File: src/logic/subtract_skip_swap_pkg.sv
// Constants, encodings and types for the subtract, skip and swap datapath
// How it works
// RULE1: Skip test writes the read byte back
// RULE2: Skip when byte nonzero; flags untouched
// RULE3: Taken skip adds one dummy cycle
// RULE4: Memory subtract: accumulator gets accumulator minus byte
// RULE5: Subtract to memory: byte gets difference
// RULE6: Immediate subtract: accumulator minus instruction constant
// RULE7: Carry cleared on borrow, else set
// RULE8: Every subtract updates all six flags
// RULE9: Swap exchanges byte nibbles in place
// RULE10: Eight-bit operands; zero, overflow, half borrow
package subtract_skip_swap_pkg;

	// ***********************************************************
	// Widths
	// ***********************************************************
	localparam int DATA_W     = 8;
	localparam int ADDR_W     = 8;
	localparam int REG_ADDR_W = 2;
	localparam int FLAGS_W    = 6;

	// ***********************************************************
	// Flag bit positions inside the status register
	// ***********************************************************
	localparam int FLAG_C  = 0;
	localparam int FLAG_AC = 1;
	localparam int FLAG_Z  = 2;
	localparam int FLAG_OV = 3;
	localparam int FLAG_SC = 4;
	localparam int FLAG_CZ = 5;

	// ***********************************************************
	// Register offsets and reset values
	// ***********************************************************
	localparam logic [REG_ADDR_W-1:0] REG_ACC    = 2'h0;
	localparam logic [REG_ADDR_W-1:0] REG_STATUS = 2'h1;
	localparam logic [REG_ADDR_W-1:0] REG_STATE  = 2'h2;
	localparam logic [DATA_W-1:0]     ACC_RESET   = 8'h00;
	localparam logic [FLAGS_W-1:0]    FLAGS_RESET = 6'h00;
	localparam logic [DATA_W-1:0]     ZERO_BYTE   = 8'h00;

	// ***********************************************************
	// Operation codes and sequencer states
	// ***********************************************************
	typedef enum logic [2:0] {
		OP_SKIP_NZ   = 3'h0,
		OP_SUB_MEM   = 3'h1,
		OP_SUB_TO_MEM = 3'h2,
		OP_SUB_IMM   = 3'h3,
		OP_SWAP      = 3'h4
	} op_t;

	typedef enum logic [1:0] {
		ST_IDLE  = 2'h0,
		ST_READ  = 2'h1,
		ST_EXEC  = 2'h2,
		ST_DUMMY = 2'h3
	} state_t;

endpackage

File: src/logic/subtract_skip_swap_exec.sv
// Execution unit for skip-if-nonzero, subtract variants and nibble swap
`timescale 1ns/1ps

module subtract_skip_swap_exec
	import subtract_skip_swap_pkg::*;
(
	// Clock and reset
	input  wire logic                  clock,
	input  wire logic                  arst_n,
	// Instruction from the decoder
	input  wire logic                  opValid,
	input  wire logic [2:0]            opCode,
	input  wire logic [ADDR_W-1:0]     opAddr,
	input  wire logic [DATA_W-1:0]     opImm,
	output logic                       opReady,
	output logic                       opDone,
	output logic                       skipReq,
	// Data memory port
	output logic                       memRdEn,
	output logic [ADDR_W-1:0]          memAddr,
	input  wire logic [DATA_W-1:0]     memRdData,
	output logic                       memWrEn,
	output logic [DATA_W-1:0]          memWrData,
	// Accumulator and flags seen by the core
	output logic [DATA_W-1:0]          accumulator,
	output logic [FLAGS_W-1:0]         flags,
	// Register port
	input  wire logic [REG_ADDR_W-1:0] regAddr,
	input  wire logic [DATA_W-1:0]     regWrData,
	input  wire logic                  regWr,
	input  wire logic                  regRd,
	output logic [DATA_W-1:0]          regRdData
);

	// ***********************************************************
	// Subtract with all flags: returns {flags, difference}
	// ***********************************************************
	function automatic logic [FLAGS_W+DATA_W-1:0] sub_flags(
		input logic [DATA_W-1:0] a,
		input logic [DATA_W-1:0] b
	);
		logic [DATA_W:0]      full;
		logic [4:0]           low;
		logic [FLAGS_W-1:0]   f;
		full = {1'b0, a} - {1'b0, b};
		low  = {1'b0, a[3:0]} - {1'b0, b[3:0]};
		f = '0;
		f[FLAG_C]  = ~full[DATA_W];                                // see RULE7
		f[FLAG_AC] = ~low[4];                                      // see RULE10
		f[FLAG_Z]  = (full[DATA_W-1:0] == ZERO_BYTE);              // see RULE10
		f[FLAG_OV] = (a[7] != b[7]) && (full[7] != a[7]);          // see RULE10
		f[FLAG_SC] = ~(f[FLAG_OV] ^ full[7]);
		f[FLAG_CZ] = f[FLAG_Z];
		return {f, full[DATA_W-1:0]};
	endfunction

	// ***********************************************************
	// Reset release
	// ***********************************************************
	logic rstMeta_reg;
	logic rstN;

	// Two stages so release never lands near a clock edge
	always_ff @(posedge clock or negedge arst_n) begin
		if (!arst_n) begin
			rstMeta_reg <= 1'b0;
			rstN        <= 1'b0;
		end else begin
			rstMeta_reg <= 1'b1;
			rstN        <= rstMeta_reg;
		end
	end

	// ***********************************************************
	// State
	// ***********************************************************
	state_t              state_reg;
	state_t              state_next;
	op_t                 op_reg;
	logic [ADDR_W-1:0]   addr_reg;
	logic [DATA_W-1:0]   imm_reg;
	logic [DATA_W-1:0]   acc_reg;
	logic [FLAGS_W-1:0]  flag_reg;
	logic [DATA_W-1:0]   opB;
	logic [DATA_W-1:0]   diffRes;
	logic [FLAGS_W-1:0]  flagsNew;
	logic                isSub;
	logic                skipTake;
	logic                execNow;
	logic                accSwWr;

	assign opReady  = (state_reg == ST_IDLE);
	assign memRdEn  = (state_reg == ST_READ);
	assign execNow  = (state_reg == ST_EXEC);
	assign memAddr  = addr_reg;
	assign accumulator = acc_reg;
	assign flags    = flag_reg;
	assign accSwWr  = regWr && (regAddr == REG_ACC);

	// Second operand: the instruction constant or the fetched byte
	assign opB = (op_reg == OP_SUB_IMM) ? imm_reg : memRdData;          // see RULE6
	assign {flagsNew, diffRes} = sub_flags(acc_reg, opB);
	assign isSub = (op_reg == OP_SUB_MEM) || (op_reg == OP_SUB_TO_MEM)
		|| (op_reg == OP_SUB_IMM);
	assign skipTake = (op_reg == OP_SKIP_NZ) && (memRdData != ZERO_BYTE); // see RULE2

	// ***********************************************************
	// Sequencer
	// ***********************************************************
	// Immediate work needs no memory read, so it goes straight to execute
	always_comb begin
		state_next = state_reg;
		case (state_reg)
			ST_IDLE: begin
				if (opValid) begin
					state_next = (op_t'(opCode) == OP_SUB_IMM) ? ST_EXEC : ST_READ;
				end
			end
			ST_READ: begin
				state_next = ST_EXEC;
			end
			ST_EXEC: begin
				state_next = skipTake ? ST_DUMMY : ST_IDLE;           // see RULE3
			end
			ST_DUMMY: begin
				state_next = ST_IDLE;
			end
			default: begin
				state_next = ST_IDLE;
			end
		endcase
	end

	always_ff @(posedge clock or negedge rstN) begin
		if (!rstN) begin
			state_reg <= ST_IDLE;
		end else begin
			state_reg <= state_next;
		end
	end

	// Latch the instruction when it is taken
	always_ff @(posedge clock or negedge rstN) begin
		if (!rstN) begin
			op_reg   <= OP_SKIP_NZ;
			addr_reg <= '0;
			imm_reg  <= '0;
		end else if (opValid && opReady) begin
			op_reg   <= op_t'(opCode);
			addr_reg <= opAddr;
			imm_reg  <= opImm;
		end
	end

	// Done and skip pulses; a taken skip holds done back one dummy cycle
	always_ff @(posedge clock or negedge rstN) begin
		if (!rstN) begin
			opDone  <= 1'b0;
			skipReq <= 1'b0;
		end else begin
			opDone  <= (execNow && !skipTake) || (state_reg == ST_DUMMY); // see RULE3
			skipReq <= execNow && skipTake;                              // see RULE2
		end
	end

	// ***********************************************************
	// Memory write-back
	// ***********************************************************
	// Unknown codes fall through with no write, so they act as no-ops
	always_ff @(posedge clock or negedge rstN) begin
		if (!rstN) begin
			memWrEn   <= 1'b0;
			memWrData <= '0;
		end else begin
			memWrEn <= 1'b0;
			if (execNow) begin
				case (op_reg)
					OP_SKIP_NZ: begin
						memWrEn   <= 1'b1;
						memWrData <= memRdData;                          // see RULE1
					end
					OP_SUB_TO_MEM: begin
						memWrEn   <= 1'b1;
						memWrData <= diffRes;                            // see RULE5
					end
					OP_SWAP: begin
						memWrEn   <= 1'b1;
						memWrData <= {memRdData[3:0], memRdData[7:4]};   // see RULE9
					end
					default: begin
						memWrEn <= 1'b0;
					end
				endcase
			end
		end
	end

	// ***********************************************************
	// Accumulator and flags
	// ***********************************************************
	// Instruction results win over a software write in the same cycle
	always_ff @(posedge clock or negedge rstN) begin
		if (!rstN) begin
			acc_reg <= ACC_RESET;
		end else if (execNow && (op_reg == OP_SUB_MEM || op_reg == OP_SUB_IMM)) begin
			acc_reg <= diffRes;                                      // see RULE4
		end else if (accSwWr) begin
			acc_reg <= regWrData;
		end
	end

	// Skip and swap leave the flags alone
	always_ff @(posedge clock or negedge rstN) begin
		if (!rstN) begin
			flag_reg <= FLAGS_RESET;
		end else if (execNow && isSub) begin
			flag_reg <= flagsNew;                                    // see RULE8
		end else if (regWr && regAddr == REG_STATUS) begin
			flag_reg <= regWrData[FLAGS_W-1:0];
		end
	end

	// ***********************************************************
	// Register read port
	// ***********************************************************
	// Unmapped offsets read as zero
	always_ff @(posedge clock or negedge rstN) begin
		if (!rstN) begin
			regRdData <= '0;
		end else if (regRd) begin
			if (regAddr == REG_ACC) begin
				regRdData <= acc_reg;
			end else if (regAddr == REG_STATUS) begin
				regRdData <= {2'h0, flag_reg};
			end else if (regAddr == REG_STATE) begin
				regRdData <= {6'h00, state_reg};
			end else begin
				regRdData <= '0;
			end
		end else begin
			regRdData <= '0;
		end
	end

	// ***********************************************************
	// Assertions
	// ***********************************************************
	logic lowNoBorrow;
	assign lowNoBorrow = (acc_reg[3:0] >= opB[3:0]);
endmodule

File: config.mk
export PLATFORM = sky130hd
export DESIGN_NAME = subtract_skip_swap_exec
export DESIGN_NICKNAME = d
export VERILOG_FILES = /design/src/logic/subtract_skip_swap_pkg.sv /design/src/logic/subtract_skip_swap_exec.sv
export SDC_FILE = /design/constraint.sdc
export NUM_CORES = 1
export LEC_CHECK = 0
export BUFFER_PORTS_ARGS = -buffer_cell sky130_fd_sc_hd__buf_4
export CORE_MARGIN = 5
export CORE_UTILIZATION = 30
export DETAILED_ROUTE_END_ITERATION = 16
export PLACE_DENSITY = 0.53
export SYNTH_ARGS = -nofsm -noshare
export SYNTH_HDL_FRONTEND = slang
export SYNTH_SLANG_ARGS = --single-unit
File: constraint.sdc
create_clock -name clock -period 2.15 [get_ports clock]
set_input_delay 0.215 -clock clock [delete_from_list [all_inputs] [get_ports clock]]
set_output_delay 0.215 -clock clock [all_outputs]
set_load 0.005 [all_outputs]
==> results of run 1 <==
==> how the worst max path moves through the flow <==
| stage | startpoint | endpoint | cells after the start |
|---|---|---|---|
| after floorplan | op_reg[2]$_DFFE_PN0P_ | flags[2]$_DFFE_PN0P_ | 15 |
| after global placement | op_reg[2]$_DFFE_PN0P_ | memWrData[7]$_DFFE_PN0P_ | 14 |
| after detailed placement | op_reg[1]$_DFFE_PN0P_ | memWrData[7]$_DFFE_PN0P_ | 14 |
| after CTS | op_reg[1]$_DFFE_PN0P_ | memWrData[7]$_DFFE_PN0P_ | 15 |
| after global routing | op_reg[0]$_DFFE_PN0P_ | memWrData[7]$_DFFE_PN0P_ | 15 |
| final | op_reg[0]$_DFFE_PN0P_ | memWrData[7]$_DFFE_PN0P_ | 15 |
==> stage by stage <==
stage / setup TNS [ps] / cells / power, W
global route: -13720 / 576 / 0.007893
detailed placement: -12720 / 545 / 0.005757
floorplan: -9691 / 291 / 0.003840
CTS: -11490 / 574 / 0.007254
finish: -11130 / 576 / 0.007389
global placement: -11550 / 545 / 0.005735
==> critical path, stage by stage, from the launching register on <==
cell,delay [ps]
dfrtp_1,370
inv_1,60
or3_4,430
mux2_4,340
inv_4,60
ha_4,190
nand2b_4,80
a21oi_4,60
o31a_1,260
o21ai_1,120
nand2b_1,80
fa_2,570
inv_1,60
a21oi_2,110
o22ai_1,80
o31ai_1,190
==> cell families after synthesis <==
group | Yosys count | synth area share
and+or+nand+nor | 74 | 0.1268
DFF | 56 | 0.4581
xor gates and xnor gates | 6 | 0.01718
buffers and inverters | 24 | 0.03436
other | 1 | 0.001226
adders and majority gates | 11 | 0.04990
muxes | 46 | 0.1611
AOI/OAI and AO/OA | 73 | 0.1513
==> final cells by class <==
cell class	count	area (µm²)	area share
clock buffer	5	68.82	0.01463
clock inverter	3	50.05	0.01064
inverter	12	47.55	0.01011
multi-input combinational	211	1718	0.3653
sequential	56	1403	0.2982
tap	133	166.4	0.03538
timing repair buffer	156	1250	0.2658
==> where the power goes <==
part           internal (W)  switching, W  leakage [nW]
combinational       0.00264       0.00215          1.50
clock              0.000360      0.000396        0.0607
sequential          0.00150      0.000348         0.681
total               0.00450       0.00289          2.24
==> routing by layer <==
layer,routed length (µm),vias up
met5,0,-
met4,154,0
met3,429,13
met2,4720,83
met1,4374,1345
li1,-,1345
==> synth_stat cells (all sizes together), types with 2 or more instances <==
cell type  count
dfrtp         56
mux2i         23
a21oi         10
fa             2
and2           3
o22a           3
xor2           2
a211oi         2
o21ai         29
xnor2          4
o21a           3
or3            6
o22ai          4
ha             9
o31a           2
a22oi          9
clkbuf         5
nor3b          2
or4            2
nor2b          6
nand2b         5
buf            7
nor3           5
nand3          2
a22o           5
mux2          23
nor2          19
nand2         18
nand4          2
inv           11
==> repair_timing <==
action / CTS / global route
hold endpoints to repair: 2 / 0
resized for setup: 44 / 9
endpoints found under the setup margin: 21 / 22
pin swaps: 13 / 12
hold buffers: 1 / 0
buffers inserted: 21 / 6
cloned: 0 / 0
==> results.ini, run 1 <==
[die]
fp.dieH_um = 111.0
io_pins = 85
row_count = 36
core_area_mm2 = 0.009864
fp.dieArea_mm2 = 0.01232
initial_core_util = 0.3101
fp.dieW_um = 111.0

[placed_design]
dp_hpwl_um = 7397
placed_cell_area_mm2 = 0.004217
gp_congestion = 0.8832
portBuffers = 84
place_ws_ps = -1118

[hold_path]
whs_endpoint = memAddr[3]$_DFFE_PN0P_
hp-start = opAddr[3]
hold_path.class = primary input to register
hold_depth = 2

[yosys]
synth_area_per_cell_um2 = 10.51
synthCells = 291
synthesis.nets = 344
synth_cell_types = 49
synth_ff_type = dfrtp_1
synth.largest_area_cell = dfrtp_1
seq_area_frac_synth = 0.4581
synth_top_area_frac = 0.4581
syn_area_mm2 = 0.003059
synth_area_leaders = dfrtp_1 46%, mux2_2 8.1%, mux2i_1 7.5%
synth_edf_count = 0
synthArstFlopShare = 1.000
ys_warn_count = 0
ys_ff_latch = 56

[critical_path]
r2r_setup_slack_ps = -1010
cp-start-kind = register
r2r-end = memWrData[7]$_DFFE_PN0P_
cp.arrival_ps = 3390
cp-end-kind = register
rr_startpoint = op_reg[0]$_DFFE_PN0P_
cp_data_required_time_ps = 2380
worstSetupPathType = register to register
cp_max_fo = 5
reg2reg_depth = 15

[clock_network]
clk_pin_slew_worst_paths_ps = 120
tritoncts = done
htree_levels = 2
clkLatencyLatePin_ps = 330
clock-sinks = 56
cts_buffers = 5
cts_root_buf = clkbuf_8
clk_path_buf_depth = 2

[timing]
holdWs_ps = 108.5
clock_skew_ps = 12.23
tightest_slew_ps = 571.6
relSlewSlack = 0.6189
rsz0062_at_grt = yes
fin_crit_ps = 3158
timing.fmax_mhz = 316.7
setup_viol = 21
finalMaxSlewViolations = 0
fin_crit_sh = 1.469
hold_viol = 0
fin_ws_ps = -1008

[routing]
drtIter0Drc = 88
vias = 2786
viasPerCell = 4.837
wl_per_cell_um = 16.80
drt.antenna.violating_nets = 0
totalWireLength_um = 9678
dr.pass1.iters = 5
drc = 0

[job]
drv_cap = 0

[power_and_ir_drop]
ir_drop_uv = 580.2
power_density_mw_per_mm2 = 1571
p_leak_nw = 2.241

[global_route]
gr-usage-met2 = 0.2540
grt_overflow_total = 0
grt-busiest-layer = met2
grt_max_degree = 32
track_usage = 0.1528
met1_usage = 0.2056
met3_usage = 0.02620
antenna_found_initial = 0
grt_pass1_vias = 2835
grt_pass1_wl_um = 15250

[layout]
drive_above_1_share = 0.5011
final_cell_mix = 137 x buf_4, 55 x dfrtp_1, 22 x mux2_2, 22 x mux2i_1, 18 x nor2_1
fillCellCount = 923
insertedDiodeCount = 0
layout_commonest_cell = buf_4
final_util = 0.4768
area_delta_synth_final_pct = 53.74
nNetsFinal = 495
finalInstanceArea_mm2 = 0.004703

[status]
violations = negative setup slack
status = finished, violations left

No activity file was read; power rests on OpenSTA's default activity.
==> run 2, diff against run 1 <==
--- a/config.mk
+++ b/config.mk
@@ -7,9 +7,9 @@
 export LEC_CHECK = 0
 export BUFFER_PORTS_ARGS = -buffer_cell sky130_fd_sc_hd__buf_4
 export CORE_MARGIN = 5
-export CORE_UTILIZATION = 30
+export CORE_UTILIZATION = 35
 export DETAILED_ROUTE_END_ITERATION = 16
-export PLACE_DENSITY = 0.53
+export PLACE_DENSITY = 0.59
 export SYNTH_ARGS = -nofsm -noshare
 export SYNTH_HDL_FRONTEND = slang
 export SYNTH_SLANG_ARGS = --single-unit
==> run 2 against run 1 <==
  * Sequential power hardly changed
  * Highest routed layer unchanged
  * Critical path depth is 1 lower
  * Global-route usage is 2.0 points higher
  * Clock power is 0.8% lower
  * Core utilization is 4.5 points higher
  * Wire length is 9.3% lower
  * Count of clock-buffer cells in the layout is 2 higher
  * The flow still finishes with violations (negative setup slack)
==> results.ini, run 2 (synthesized netlist as in run 1, its figures left out) <==
[routing]
dr.pass1.iters = 4  ; -1
vias = 2652  ; -4.8%
viasPerCell = 4.939  ; +2.1%
drc = 0  ; unchanged
wl_per_cell_um = 16.35  ; -2.7%
totalWireLength_um = 8781  ; -9.3%
drt.antenna.violating_nets = 0  ; unchanged
drtIter0Drc = 130  ; +48%

[clock_network]
clkLatencyLatePin_ps = 310  ; -20 ps
clk_path_buf_depth = 2  ; unchanged
clk_pin_slew_worst_paths_ps = 100  ; -20 ps
tritoncts = done
cts_root_buf = clkbuf_8
cts_buffers = 5  ; unchanged
clock-sinks = 56  ; unchanged
htree_levels = 2  ; unchanged

[timing]
setup_viol = 21  ; unchanged
timing.fmax_mhz = 316.9  ; about the same
finalMaxSlewViolations = 0  ; unchanged
relSlewSlack = 0.6087  ; -0.01022
clock_skew_ps = 13.14  ; +0.9116 ps
fin_setup_tns_ps = -12710  ; -1580 ps
fin_ws_ps = -1005  ; +2.590 ps
fin_crit_sh = 1.468  ; about the same
tightest_slew_ps = 586.9  ; +15.34 ps
hold_viol = 0  ; unchanged
fin_crit_ps = 3155  ; -2.590 ps
rsz0062_at_grt = yes

[critical_path]
cp-end-kind = register
cp.arrival_ps = 3400  ; about the same
crit_chain = inv_2 > or3_4 > buf_6 > mux2i_1 > ha_1 > o21ai_2 > a21oi_4 > o31a_1 > o21ai_1 > nand2b_1 > fa_2 > xnor2_1 > or3_1 > o21ai_1
cp_slowest_cell = fa_2
critPathMaxStageDelay_ps = 610  ; +40 ps
cp_max_fo = 5  ; unchanged
reg2reg_depth = 14  ; -1
cp-start-kind = register
worst_path_most_repeated_cell = o21ai_1
worstSetupPathType = register to register
cp_data_required_time_ps = 2390  ; about the same

[global_route]
track_usage = 0.1724  ; +0.01954
grt_overflow_total = 0  ; unchanged
grt_pass1_vias = 2770  ; -2.3%
antenna_found_initial = 0  ; unchanged
grt_max_degree = 31  ; -3.1%
grt_pass1_wl_um = 14290  ; -6.3%

[placed_design]
portBuffers = 84  ; unchanged
dp_hpwl_um = 7173  ; -3.0%
gp_congestion = 0.9284  ; +5.1%

[power_and_ir_drop]
power_density_mw_per_mm2 = 1525  ; -3.0%
ir_drop_uv = 699.3  ; +21%
p_total_w = 0.006869  ; -7.0%
p_leak_nw = 2.154  ; -3.9%

[die]
io_pins = 85  ; unchanged
core_area_mm2 = 0.008636  ; -12%
row_count = 34  ; -5.6%
fp.dieW_um = 103.5  ; -6.7%
initial_core_util = 0.3542  ; +0.04412
fp.dieH_um = 103.5  ; -6.7%
fp.dieArea_mm2 = 0.01071  ; -13%

[hold_path]
hold_path.class = primary input to register
hold_depth = 2  ; unchanged

[layout]
final_cell_mix = 138 x buf_4, 55 x dfrtp_1, 22 x mux2_2, 22 x mux2i_1
drive_above_1_share = 0.4802  ; -0.02094
insertedDiodeCount = 0  ; unchanged
nNetsFinal = 481  ; -2.8%
layout_commonest_cell = buf_4
area_delta_synth_final_pct = 47.28

[job]
drv_cap = 0  ; unchanged

[status]
status = finished, violations left
violations = negative setup slack

-- run 2: area by class of cell --
type	count	area, µm²
timing repair buffer	142	1089
clock buffer	7	96.34
inverter	12	45.04
fill	816	4130
clock inverter	1	30.03
tap	108	135.1
sequential	56	1403
multi-input combinational	211	1708
-- run 2: worst paths after layout --
path,start,endpoint,slack (ps)
worst max-delay path,op_reg[1]$_DFFE_PN0P_,flags[3]$_DFFE_PN0P_,-1010
worst min-delay path,regRd,regRdData[0]$_DFF_PN0_,130
worst max register to register,op_reg[1]$_DFFE_PN0P_,flags[3]$_DFFE_PN0P_,-1010
worst min register to register,rstN$_DFF_PN0_,memWrData[1]$_DFFE_PN0P_,270
max in group asynchronous,rstN$_DFF_PN0_,regRdData[1]$_DFF_PN0_,1330
min in group asynchronous,arst_n,rstN$_DFF_PN0_,220
-- run 2: timing repair --
action	in CTS	in global routing
hold buffers	1	0
endpoints found under the setup margin	21	21
hold endpoints to repair	2	0
setup buffers	3	5
pin swaps	8	14
gates resized for setup	18	12
-- run 2: critical path, delay by kind of cell (launching register included) --
family	cells	cell delay (ps)
buf+inv	2	180
mux	1	170
fa+ha+maj	2	890
compound gates	5	590
xor+xnor	1	80
flops	1	370
simple gates	3	800
-- run 2: metrics by stage --
step,cell area (µm²),hold WS (ps),utilization,cells,setup WS (ps)
2_1_floorplan,3104,-80.59,-,291,-1065
3_3_place_gp,4185,-0.5515,0.4846,520,-1024
3_5_place_dp,4185,0.4924,0.4846,520,-1119
4_1_cts,4405,117.7,0.5101,532,-1002
5_1_grt,4506,122.9,0.5217,537,-1139
6_report,4506,126.4,0.5217,537,-1005
-- run 2: metal layers --
layer,up-vias,GRT usage,part of all wire
li1,1323,-,-
met1,1248,0.2431,0.45
met2,75,0.2765,0.47
met3,6,0.03689,0.066
met4,0,0.03088,0.0077
met5,-,0,0
-- run 2: power by group --
| group | total, W | switching, W | leakage, nW | internal (W) |
|---|---|---|---|---|
| logic | 0.00429 | 0.00197 | 1.41 | 0.00232 |
| clock network | 0.000750 | 0.000339 | 0.0645 | 0.000412 |
| registers | 0.00183 | 0.000328 | 0.681 | 0.00150 |
| total | 0.00687 | 0.00264 | 2.15 | 0.00423 |
